## src/pkg/sft_consts.svh

```systemverilog
// Register offsets, field positions, reset values and timing constants of the serial transceiver
// Contract
// - Enabled transmitter drives the serial output pin instead of the port.
// - Synchronous mode clocks the transmitter from the external bit clock.
// - Writing the data register loads the transmit buffer and starts sending.
// - Shifter takes the buffer when idle or right after the last stop bit.
// - Unused upper data bits are ignored for characters under eight bits.
// - Nine-bit characters take bit nine from a control bit set beforehand.
// - Buffer-empty flag is one when empty, zero while a character waits.
// - Writing the data register clears the buffer-empty flag.
// - Buffer-empty interrupt is requested as long as flag and enable are set.
// - Done flag sets when the frame is out and the buffer is empty.
// - Done flag clears on interrupt service or on writing one to it.
// - Done interrupt is requested when the done flag sets and is enabled.
// - With parity on, parity goes between last data bit and first stop.
// - Transmit disable waits for shifter and buffer to drain, then releases pin.
// - Enabled receiver takes the serial input pin as its input.
// - Synchronous mode samples received bits on the external bit clock.
// - Receiver starts on a valid start bit and shifts bits until stop.
// - Receiver ignores any second stop bit.
// - First stop bit moves the frame into the receive buffer.
// - Unused upper bits of received data read as zero.
// - Frame is start, five to nine data bits LSB first, parity, stops.
// - Parity is XOR of data bits, inverted for odd parity.
// - Bit is sixteen divider ticks, eight with double speed.
// - Polarity zero: data changes on rising, sampled on falling clock edge.
`ifndef SFT_CONSTS_SVH
`define SFT_CONSTS_SVH

`define SFT_ADR_DATA 3'h0
`define SFT_ADR_STAT 3'h1
`define SFT_ADR_CTRL 3'h2
`define SFT_ADR_FMT 3'h3
`define SFT_ADR_BAUDL 3'h4
`define SFT_ADR_BAUDH 3'h5

`define SFT_ST_RXRDY 7
`define SFT_ST_DONE 6
`define SFT_ST_EMPTY 5
`define SFT_ST_DBL 1

`define SFT_CT_DONE_IE 6
`define SFT_CT_EMPTY_IE 5
`define SFT_CT_RXON 4
`define SFT_CT_TXON 3
`define SFT_CT_RX9 1
`define SFT_CT_TX9 0

`define SFT_FM_PAR 3
`define SFT_FM_ODD 4
`define SFT_FM_TWO 5
`define SFT_FM_SYNC 6
`define SFT_FM_POL 7

`define SFT_FMT_RST 8'h03
`define SFT_OVS_NORM 4'hf
`define SFT_OVS_DBL 4'h7
`define SFT_MID_NORM 4'h7
`define SFT_MID_DBL 4'h3

`endif

```

## src/pkg/sft_pkg.sv

```systemverilog
// Types shared by the serial transceiver
package sft_pkg;
    typedef struct packed {
        logic [2:0] addr;
        logic [7:0] wdata;
        logic wr;
        logic rd;
    } sft_bus_t;
    typedef enum logic [2:0] {T_IDLE, T_START, T_DATA, T_PAR, T_STOP} sft_tx_st_t;
    typedef enum logic [2:0] {R_IDLE, R_START, R_DATA, R_PAR, R_STOP} sft_rx_st_t;
endpackage : sft_pkg

```

## src/verilog/sft_top.sv

```systemverilog
// Serial frame transceiver: register port, transmit and receive paths
//
// The plain strobed port and the register offsets are this design's own decisions.
`timescale 1ns/1ps
`default_nettype none
`include "sft_consts.svh"
module sft_top (
    input wire logic ref_clk,
    input wire logic arst_n,
    input wire sft_pkg::sft_bus_t bus,
    output logic [7:0] rdata,
    input wire logic global_irq_en,
    input wire logic tx_done_irq_ack,
    output logic tx_empty_irq,
    output logic tx_done_irq,
    output logic serial_out_pin_o,
    output logic serial_out_pin_oe,
    input wire logic serial_in_pin,
    input wire logic bit_clock_pin,
    output logic rx_pin_claimed
);
    import sft_pkg::*;

    function automatic logic [3:0] char_bits(input logic [2:0] code);
        case (code)
            3'h0: char_bits = 4'h5;
            3'h1: char_bits = 4'h6;
            3'h2: char_bits = 4'h7;
            3'h7: char_bits = 4'h9;
            default: char_bits = 4'h8;
        endcase
    endfunction : char_bits

    function automatic logic [8:0] mask_chr(input logic [8:0] d, input logic [3:0] n);
        mask_chr = 9'h000;
        for (int i = 0; i < 9; i++) begin
            if (i < int'(n)) begin
                mask_chr[i] = d[i];
            end
        end
    endfunction : mask_chr

    // Software-visible state
    logic [7:0] fmt;
    logic [11:0] baud_divider;
    logic double_speed, transmitter_on, receiver_on, tx_ninth_bit;
    logic tx_empty_irq_en, tx_done_irq_en, tx_done_flag, rx_data_ready;
    logic [7:0] tx_buf;
    logic tx_buf9, buf_full;
    logic [8:0] rx_buf;

    logic [2:0] char_size_code;
    logic parity_on, parity_odd, two_stop_sel, sync_mode, clock_polarity_sel;
    assign char_size_code = fmt[2:0];
    assign parity_on = fmt[`SFT_FM_PAR];
    assign parity_odd = fmt[`SFT_FM_ODD];
    assign two_stop_sel = fmt[`SFT_FM_TWO];
    assign sync_mode = fmt[`SFT_FM_SYNC];
    assign clock_polarity_sel = fmt[`SFT_FM_POL];

    logic [3:0] nbits;
    assign nbits = char_bits(char_size_code);

    logic wr_data, wr_stat, wr_ctrl, rd_data;
    assign wr_data = bus.wr && bus.addr == `SFT_ADR_DATA;
    assign wr_stat = bus.wr && bus.addr == `SFT_ADR_STAT;
    assign wr_ctrl = bus.wr && bus.addr == `SFT_ADR_CTRL;
    assign rd_data = bus.rd && bus.addr == `SFT_ADR_DATA;

    always_ff @(posedge ref_clk or negedge arst_n) begin
        if (!arst_n) begin
            fmt <= `SFT_FMT_RST;
            baud_divider <= 12'h000;
            double_speed <= 1'b0;
            transmitter_on <= 1'b0;
            receiver_on <= 1'b0;
            tx_ninth_bit <= 1'b0;
            tx_empty_irq_en <= 1'b0;
            tx_done_irq_en <= 1'b0;
        end else if (bus.wr) begin
            case (bus.addr)
                `SFT_ADR_STAT: double_speed <= bus.wdata[`SFT_ST_DBL];
                `SFT_ADR_CTRL: begin
                    tx_done_irq_en <= bus.wdata[`SFT_CT_DONE_IE];
                    tx_empty_irq_en <= bus.wdata[`SFT_CT_EMPTY_IE];
                    receiver_on <= bus.wdata[`SFT_CT_RXON];
                    transmitter_on <= bus.wdata[`SFT_CT_TXON];
                    tx_ninth_bit <= bus.wdata[`SFT_CT_TX9];
                end
                `SFT_ADR_FMT: fmt <= bus.wdata;
                `SFT_ADR_BAUDL: baud_divider[7:0] <= bus.wdata;
                `SFT_ADR_BAUDH: baud_divider[11:8] <= bus.wdata[3:0];
                default: ;
            endcase
        end
    end

    // Unmapped addresses read as zero
    always_ff @(posedge ref_clk or negedge arst_n) begin
        if (!arst_n) begin
            rdata <= 8'h00;
        end else if (bus.rd) begin
            case (bus.addr)
                `SFT_ADR_DATA: rdata <= rx_buf[7:0];
                `SFT_ADR_STAT: rdata <= {rx_data_ready, tx_done_flag, !buf_full, 3'h0, double_speed, 1'b0};
                `SFT_ADR_CTRL: rdata <= {1'b0, tx_done_irq_en, tx_empty_irq_en, receiver_on,
                                         transmitter_on, 1'b0, rx_buf[8], tx_ninth_bit};
                `SFT_ADR_FMT: rdata <= fmt;
                `SFT_ADR_BAUDL: rdata <= baud_divider[7:0];
                `SFT_ADR_BAUDH: rdata <= {4'h0, baud_divider[11:8]};
                default: rdata <= 8'h00;
            endcase
        end else begin
            rdata <= 8'h00;
        end
    end

    // Pin synchronisers; only the second and third stages feed logic
    logic rx_s1, rx_s2, rx_s3, ck_s1, ck_s2, ck_s3;
    always_ff @(posedge ref_clk or negedge arst_n) begin
        if (!arst_n) begin
            rx_s1 <= 1'b1;
            rx_s2 <= 1'b1;
            rx_s3 <= 1'b1;
            ck_s1 <= 1'b0;
            ck_s2 <= 1'b0;
            ck_s3 <= 1'b0;
        end else begin
            rx_s1 <= serial_in_pin;
            rx_s2 <= rx_s1;
            rx_s3 <= rx_s2;
            ck_s1 <= bit_clock_pin;
            ck_s2 <= ck_s1;
            ck_s3 <= ck_s2;
        end
    end

    // External clock must stay below a quarter of ref_clk for the edge detector to see it
    logic ck_rise, ck_fall, chg_edge, smp_edge;
    assign ck_rise = ck_s2 && !ck_s3;
    assign ck_fall = !ck_s2 && ck_s3;
    assign chg_edge = clock_polarity_sel ? ck_fall : ck_rise;
    assign smp_edge = clock_polarity_sel ? ck_rise : ck_fall;

    // Baud divider: one tick every baud_divider+1 clocks
    logic [11:0] bcnt;
    logic tick;
    assign tick = bcnt == 12'h000;
    always_ff @(posedge ref_clk or negedge arst_n) begin
        if (!arst_n) begin
            bcnt <= 12'h000;
        end else begin
            bcnt <= tick ? baud_divider : bcnt - 12'h001;
        end
    end

    logic [3:0] ovs_lim, mid_lim;
    assign ovs_lim = double_speed ? `SFT_OVS_DBL : `SFT_OVS_NORM;
    assign mid_lim = double_speed ? `SFT_MID_DBL : `SFT_MID_NORM;

    // Transmit bit pacing
    logic [3:0] txp;
    logic tx_step;
    always_ff @(posedge ref_clk or negedge arst_n) begin
        if (!arst_n) begin
            txp <= 4'h0;
        end else if (tick) begin
            txp <= (txp >= ovs_lim) ? 4'h0 : txp + 4'h1;
        end
    end
    assign tx_step = sync_mode ? chg_edge : (tick && txp >= ovs_lim);

    // Transmitter
    sft_tx_st_t tx_st;
    logic [8:0] tx_sh;
    logic tx_par, tx_stop2;
    logic [3:0] tcnt;
    logic tx_run;
    logic tx_load, tx_last_stop;
    assign tx_last_stop = tx_st == T_STOP && tx_step && (tx_stop2 || !two_stop_sel);
    assign tx_load = buf_full && tx_run && ((tx_st == T_IDLE && tx_step) || tx_last_stop);

    always_ff @(posedge ref_clk or negedge arst_n) begin
        if (!arst_n) begin
            tx_st <= T_IDLE;
            tx_sh <= 9'h000;
            tx_par <= 1'b0;
            tx_stop2 <= 1'b0;
            tcnt <= 4'h0;
            serial_out_pin_o <= 1'b1;
        end else if (tx_load) begin
            tx_sh <= mask_chr({tx_buf9, tx_buf}, nbits);
            tx_par <= ^mask_chr({tx_buf9, tx_buf}, nbits) ^ parity_odd;
            tcnt <= 4'h0;
            tx_st <= T_START;
            serial_out_pin_o <= 1'b0;
        end else if (tx_step) begin
            case (tx_st)
                T_START: begin
                    tx_st <= T_DATA;
                    serial_out_pin_o <= tx_sh[0];
                    tx_sh <= {1'b0, tx_sh[8:1]};
                    tcnt <= 4'h1;
                end
                T_DATA: begin
                    if (tcnt == nbits) begin
                        tx_st <= parity_on ? T_PAR : T_STOP;
                        serial_out_pin_o <= parity_on ? tx_par : 1'b1;
                        tx_stop2 <= 1'b0;
                    end else begin
                        serial_out_pin_o <= tx_sh[0];
                        tx_sh <= {1'b0, tx_sh[8:1]};
                        tcnt <= tcnt + 4'h1;
                    end
                end
                T_PAR: begin
                    tx_st <= T_STOP;
                    serial_out_pin_o <= 1'b1;
                    tx_stop2 <= 1'b0;
                end
                T_STOP: begin
                    if (tx_last_stop) begin
                        tx_st <= T_IDLE;
                    end
                    tx_stop2 <= 1'b1;
                    serial_out_pin_o <= 1'b1;
                end
                default: begin
                    tx_st <= T_IDLE;
                    serial_out_pin_o <= 1'b1;
                end
            endcase
        end
    end

    // Disable only lands once nothing is left to send
    always_ff @(posedge ref_clk or negedge arst_n) begin
        if (!arst_n) begin
            tx_run <= 1'b0;
        end else begin
            tx_run <= transmitter_on || (tx_run && (tx_st != T_IDLE || buf_full));
        end
    end
    assign serial_out_pin_oe = tx_run;

    // Transmit buffer; a write while full overwrites the waiting character
    always_ff @(posedge ref_clk or negedge arst_n) begin
        if (!arst_n) begin
            tx_buf <= 8'h00;
            tx_buf9 <= 1'b0;
            buf_full <= 1'b0;
        end else if (wr_data) begin
            tx_buf <= bus.wdata;
            tx_buf9 <= tx_ninth_bit;
            buf_full <= 1'b1;
        end else if (tx_load) begin
            buf_full <= 1'b0;
        end
    end

    // Set wins over both clears
    always_ff @(posedge ref_clk or negedge arst_n) begin
        if (!arst_n) begin
            tx_done_flag <= 1'b0;
        end else if (tx_last_stop && !buf_full) begin
            tx_done_flag <= 1'b1;
        end else if (tx_done_irq_ack || (wr_stat && bus.wdata[`SFT_ST_DONE])) begin
            tx_done_flag <= 1'b0;
        end
    end

    assign tx_empty_irq = global_irq_en && tx_empty_irq_en && !buf_full;
    assign tx_done_irq = global_irq_en && tx_done_irq_en && tx_done_flag;

    // Receiver
    sft_rx_st_t rx_st;
    logic [3:0] rxc, rcnt;
    logic [8:0] rx_sh;
    logic rx_sample;
    assign rx_pin_claimed = receiver_on;
    assign rx_sample = sync_mode ? smp_edge
                     : (tick && rxc == (rx_st == R_START ? mid_lim : ovs_lim));

    always_ff @(posedge ref_clk or negedge arst_n) begin
        if (!arst_n) begin
            rxc <= 4'h0;
        end else if (rx_st == R_IDLE || rx_sample) begin
            rxc <= 4'h0;
        end else if (tick) begin
            rxc <= rxc + 4'h1;
        end
    end

    always_ff @(posedge ref_clk or negedge arst_n) begin
        if (!arst_n) begin
            rx_st <= R_IDLE;
            rx_sh <= 9'h000;
            rcnt <= 4'h0;
        end else if (!receiver_on) begin
            rx_st <= R_IDLE;
        end else begin
            case (rx_st)
                R_IDLE: begin
                    rcnt <= 4'h0;
                    if (!sync_mode && rx_s3 && !rx_s2) begin
                        rx_st <= R_START;
                    end else if (sync_mode && smp_edge && !rx_s2) begin
                        rx_st <= R_DATA;
                    end
                end
                R_START: if (rx_sample) begin
                    rx_st <= rx_s2 ? R_IDLE : R_DATA;
                end
                R_DATA: if (rx_sample) begin
                    rx_sh <= {rx_s2, rx_sh[8:1]};
                    rcnt <= rcnt + 4'h1;
                    if (rcnt + 4'h1 == nbits) begin
                        rx_st <= parity_on ? R_PAR : R_STOP;
                    end
                end
                R_PAR: if (rx_sample) begin
                    rx_st <= R_STOP;
                end
                R_STOP: if (rx_sample) begin
                    rx_st <= R_IDLE;
                end
                default: rx_st <= R_IDLE;
            endcase
        end
    end

    logic rx_done;
    assign rx_done = receiver_on && rx_st == R_STOP && rx_sample;

    always_ff @(posedge ref_clk or negedge arst_n) begin
        if (!arst_n) begin
            rx_buf <= 9'h000;
        end else if (rx_done) begin
            rx_buf <= rx_sh >> (4'h9 - nbits);
        end
    end

    always_ff @(posedge ref_clk or negedge arst_n) begin
        if (!arst_n) begin
            rx_data_ready <= 1'b0;
        end else if (!receiver_on) begin
            rx_data_ready <= 1'b0;
        end else if (rx_done) begin
            rx_data_ready <= 1'b1;
        end else if (rd_data) begin
            rx_data_ready <= 1'b0;
        end
    end
endmodule : sft_top
`default_nettype wire

```

## config.mk

```make
export PLATFORM = sky130hd
export DESIGN_NAME = sft_top
export DESIGN_NICKNAME = d
export VERILOG_FILES = /design/src/pkg/sft_pkg.sv /design/src/verilog/sft_top.sv
export VERILOG_INCLUDE_DIRS = /design/src /design/src/pkg
export SDC_FILE = /design/constraint.sdc
export NUM_CORES = 1
export LEC_CHECK = 0
export ABC_AREA = 1
export BUFFER_PORTS_ARGS = -buffer_cell sky130_fd_sc_hd__buf_2
export CORE_MARGIN = 4
export CORE_UTILIZATION = 35
export DETAILED_ROUTE_END_ITERATION = 6
export PLACE_DENSITY = 0.55
export SETUP_SLACK_MARGIN = 0.05
export SLEW_MARGIN = 0
export SYNTH_ARGS = -nofsm -noshare
export SYNTH_HDL_FRONTEND = slang
export SYNTH_SLANG_ARGS = --single-unit
```

## constraint.sdc

```tcl
create_clock -name ref_clk -period 2.9 [get_ports ref_clk]
set_input_delay 0.145 -clock ref_clk [delete_from_list [all_inputs] [get_ports ref_clk]]
set_output_delay 0.145 -clock ref_clk [all_outputs]
set_load 0.01 [all_outputs]
```

==> key figures <==
Status
  • Outcome: finished, final reports clean

Routing
  • Post-route ant nets: 0
  • WL per Instance: between 10 and 15 µm
  • Initial drt markers: about 310
  • Drt first pass iters: 5
  • Vias: between 5000 and 6000
  • Total Wirelength: between 15000 and 20000 µm
  • Vias per Instance: about 4.8
  • DRC violations left: 0

Final layout
  • Layout Nets: around 850
  • Area of the multi-input gates: about 2800 µm²
  • Fill cell count: roughly 1700
  • Fraction of layout cells with a size suffix above 1: 0.125
  • Combined flip-flop and latch cell area: 2940 µm²
  • ANT cells: 0
  • Syn-to-layout area delta: 16.6%

Timing
  • Setup TNS: 0 ns
  • Unrepaired setup endpoints after global routing: no
  • Final hold vios: 0
  • Max-Slew Margin vs Limit: 0.607
  • Clock Skew: slightly above 0.01 ns
  • Slew Limit Fails: 0
  • Fmax: 440 MHz
  • Post-route clock period utilization: 0.783
  • Crit path time final: between 2 and 2.5 ns
  • Slew @ Worst Pin: a little under 0.6 ns
  • # setup viols final: 0

Worst setup path
  • Critical path arrival: roughly 2.6 ns
  • Worst Path Required: 3.21 ns
  • Type of the worst setup path: reg -> reg
  • Worst Path Max Fanout: 24
  • Crit end category: register
  • Critical Path Source Type: register

Global routing
  • Total GRT Usage: 0.163
  • Total gr overflow: 0
  • First-pass GRT wire length: ~26000 µm
  • Initial antenna violation count: 0
  • Vias in the first global route: 4887
  • Largest net degree at the start of global routing: between 50 and 60

Pwr
  • Switching share of power: 0.345
  • Part of the power in combinational logic: 0.250
  • Leakage: around 0.0035 µW
  • Pwr Total: slightly below 6000 µW
  • Clk network pwr share: 0.376
  • P_sw: 2000 µW
  • P per Cell Area: ~800 nW/µm²
  • Cell internal pwr: around 3800 µW
  • VDD IR max: ~0.00056 V
  • Sequential Power Share: 0.374

Clock network
  • Num CTS Buffers: 17
  • Worst-path clk slew: roughly 0.06 ns
  • Worst-case clock buffer depth: 2
  • H-tree lvl count: 4
  • Number of hold-repair buffers added at the cts stage: 4
  • CTS sink cnt: 117
  • Root Buffer: clkbuf_16
  • Postcts setup bufs: 0
  • TritonCTS clock tree: built
  • Post-cts resize count: 0
  • Clk_lat worst skew: 0.42 ns

Synth
  • Synth cell types: 41
  • Syn Nets: 807
  • Register area share after synthesis: 0.475
  • YS warnings: 0
  • Most common cell in the netlist: nand2_1
  • Primary FF master, synth: dfrtp_1
  • Leading cell types by count after synthesis: nand2_1, dfrtp_1, inv_1, o21ai_0, nand3_1
  • Syn Area/Cell: between 7 and 8 µm²
  • Synth top area share: 0.450
  • Synth Register Bits: 117
  • Post-synth EDFFs: 0
  • Syn Inst Count: 781
  • Post-synth ARST share: 1.00
  • Synth top area cells: dfrtp_1, nand2_1, o21ai_0
  • Cell taking the most area after synthesis: dfrtp_1
  • Syn Std Cell Area: 6170 µm²

Floorplanning
  • # rows: 48
  • Die W: ~140 µm
  • Core Area: roughly 17000 µm²
  • Starting Density: 0.357
  • Die H: 141 µm
  • I/O Pins: 32
  • Die area: 19800 µm²

Placement
  • Final GP Congestion: around 0.84
  • PortBufs: 31
  • DPL Wire Length: 11400 µm

Job
  • Max cap viols: 0

Min path
  • Hold crit path type: in -> reg
worst paths after layout:
kind                         start              end  slack (ns)  cells past startpoint
max                        bcnt[0]          tcnt[2]        0.63                     13
min                         bus[7]  tx_empty_irq_en        0.06                      3
max reg2reg                bcnt[0]          tcnt[2]        0.63                     13
min reg2reg                  ck_s1            ck_s2        0.35                      0
max in group asynchronous   arst_n            rx_s3        1.79                      3
min in group asynchronous   arst_n            ck_s1        0.26                      2
cell usage in the layout (no fill, tap or decap), drive strengths merged, types with 5 or more instances in the layout:
cell type / count
nand3: 60
dfrtp: 111
xor2: 8
xnor2: 11
buf: 35
o21ai: 97
a221oi: 5
inv: 96
nand4: 14
o22ai: 7
clkinv: 7
ha: 7
nand3b: 6
nor2: 57
clkbuf: 19
dfstp: 6
nand2: 244
a21oi: 11
area by class of cell:
class	instances	area share
flip-flops and latches	117	0.408
multi-input cells	550	0.384
clock buffers	19	0.0615
inverters	97	0.0507
well taps	225	0.0391
repair buffers	39	0.0334
clock inverters	13	0.0240
power groups by stage:
stage | clock network, µW | logic, µW | registers, µW
6_report | 2180 | 1450 | 2170
5_1_grt | 2300 | 1660 | 2210
4_1_cts | 2210 | 1460 | 2170
3_5_place_dp | 0 | 1440 | 2190
3_3_place_gp | 0 | 1440 | 2190
2_1_floorplan | 0 | 1150 | 2120
kinds of logic (layout without fill, tap and decap cells):
family          Yosys count  after routing  share of synthesized area
xor+xnor                 19             19                     0.0270
buf+inv                 114            168                     0.0770
simple gates            388            388                      0.282
compound gates          136            136                      0.125
fa+ha+maj                 7              7                     0.0142
flops                   117            117                      0.475
registers in the layout, indices dropped and copies added (netlist names), 3 cells and up:
register and count:
bcnt 12, baud_divider 12, tx_sh 9, rcnt 4, fmt 8, tx_buf 8, rxc 4, rdata 8
tx_st 3, tcnt 4, rx_st 3, rx_buf 9, txp 4, rx_sh 9
layer usage:
metal | GRT usage | routed length, µm
met1 | 0.224 | 7540
met2 | 0.255 | 6980
met3 | 0.0438 | 658
met4 | 0.0459 | 169
met5 | 0 | 0
metrics by stage:
step	std cells	hold WS (ns)	area [µm²]	setup WS, ns	util
CTS	1060	0.0432	7200	0.615	0.416
finish	1060	0.0562	7200	0.629	0.416
detailed placement	1024	0.180	6550	0.642	0.378
floorplan	781	-0.151	6170	0.886	-
global route	1060	0.0609	7200	0.387	0.416
global placement	1024	0.183	6550	0.697	0.378
critical path, stage by stage, from the launching register on:
cell	delay [ns]
dfrtp_1	0.37
inv_1	0.07
ha_1	0.26
nand2_4	0.10
nor2_4	0.15
nand2_4	0.09
clkinv_2	0.11
nand3_2	0.09
nand2_4	0.26
nand2_4	0.17
nand3_4	0.18
nand2_4	0.13
nand2_1	0.10
nand2_1	0.05
Power figures use the tool's default switching activity.
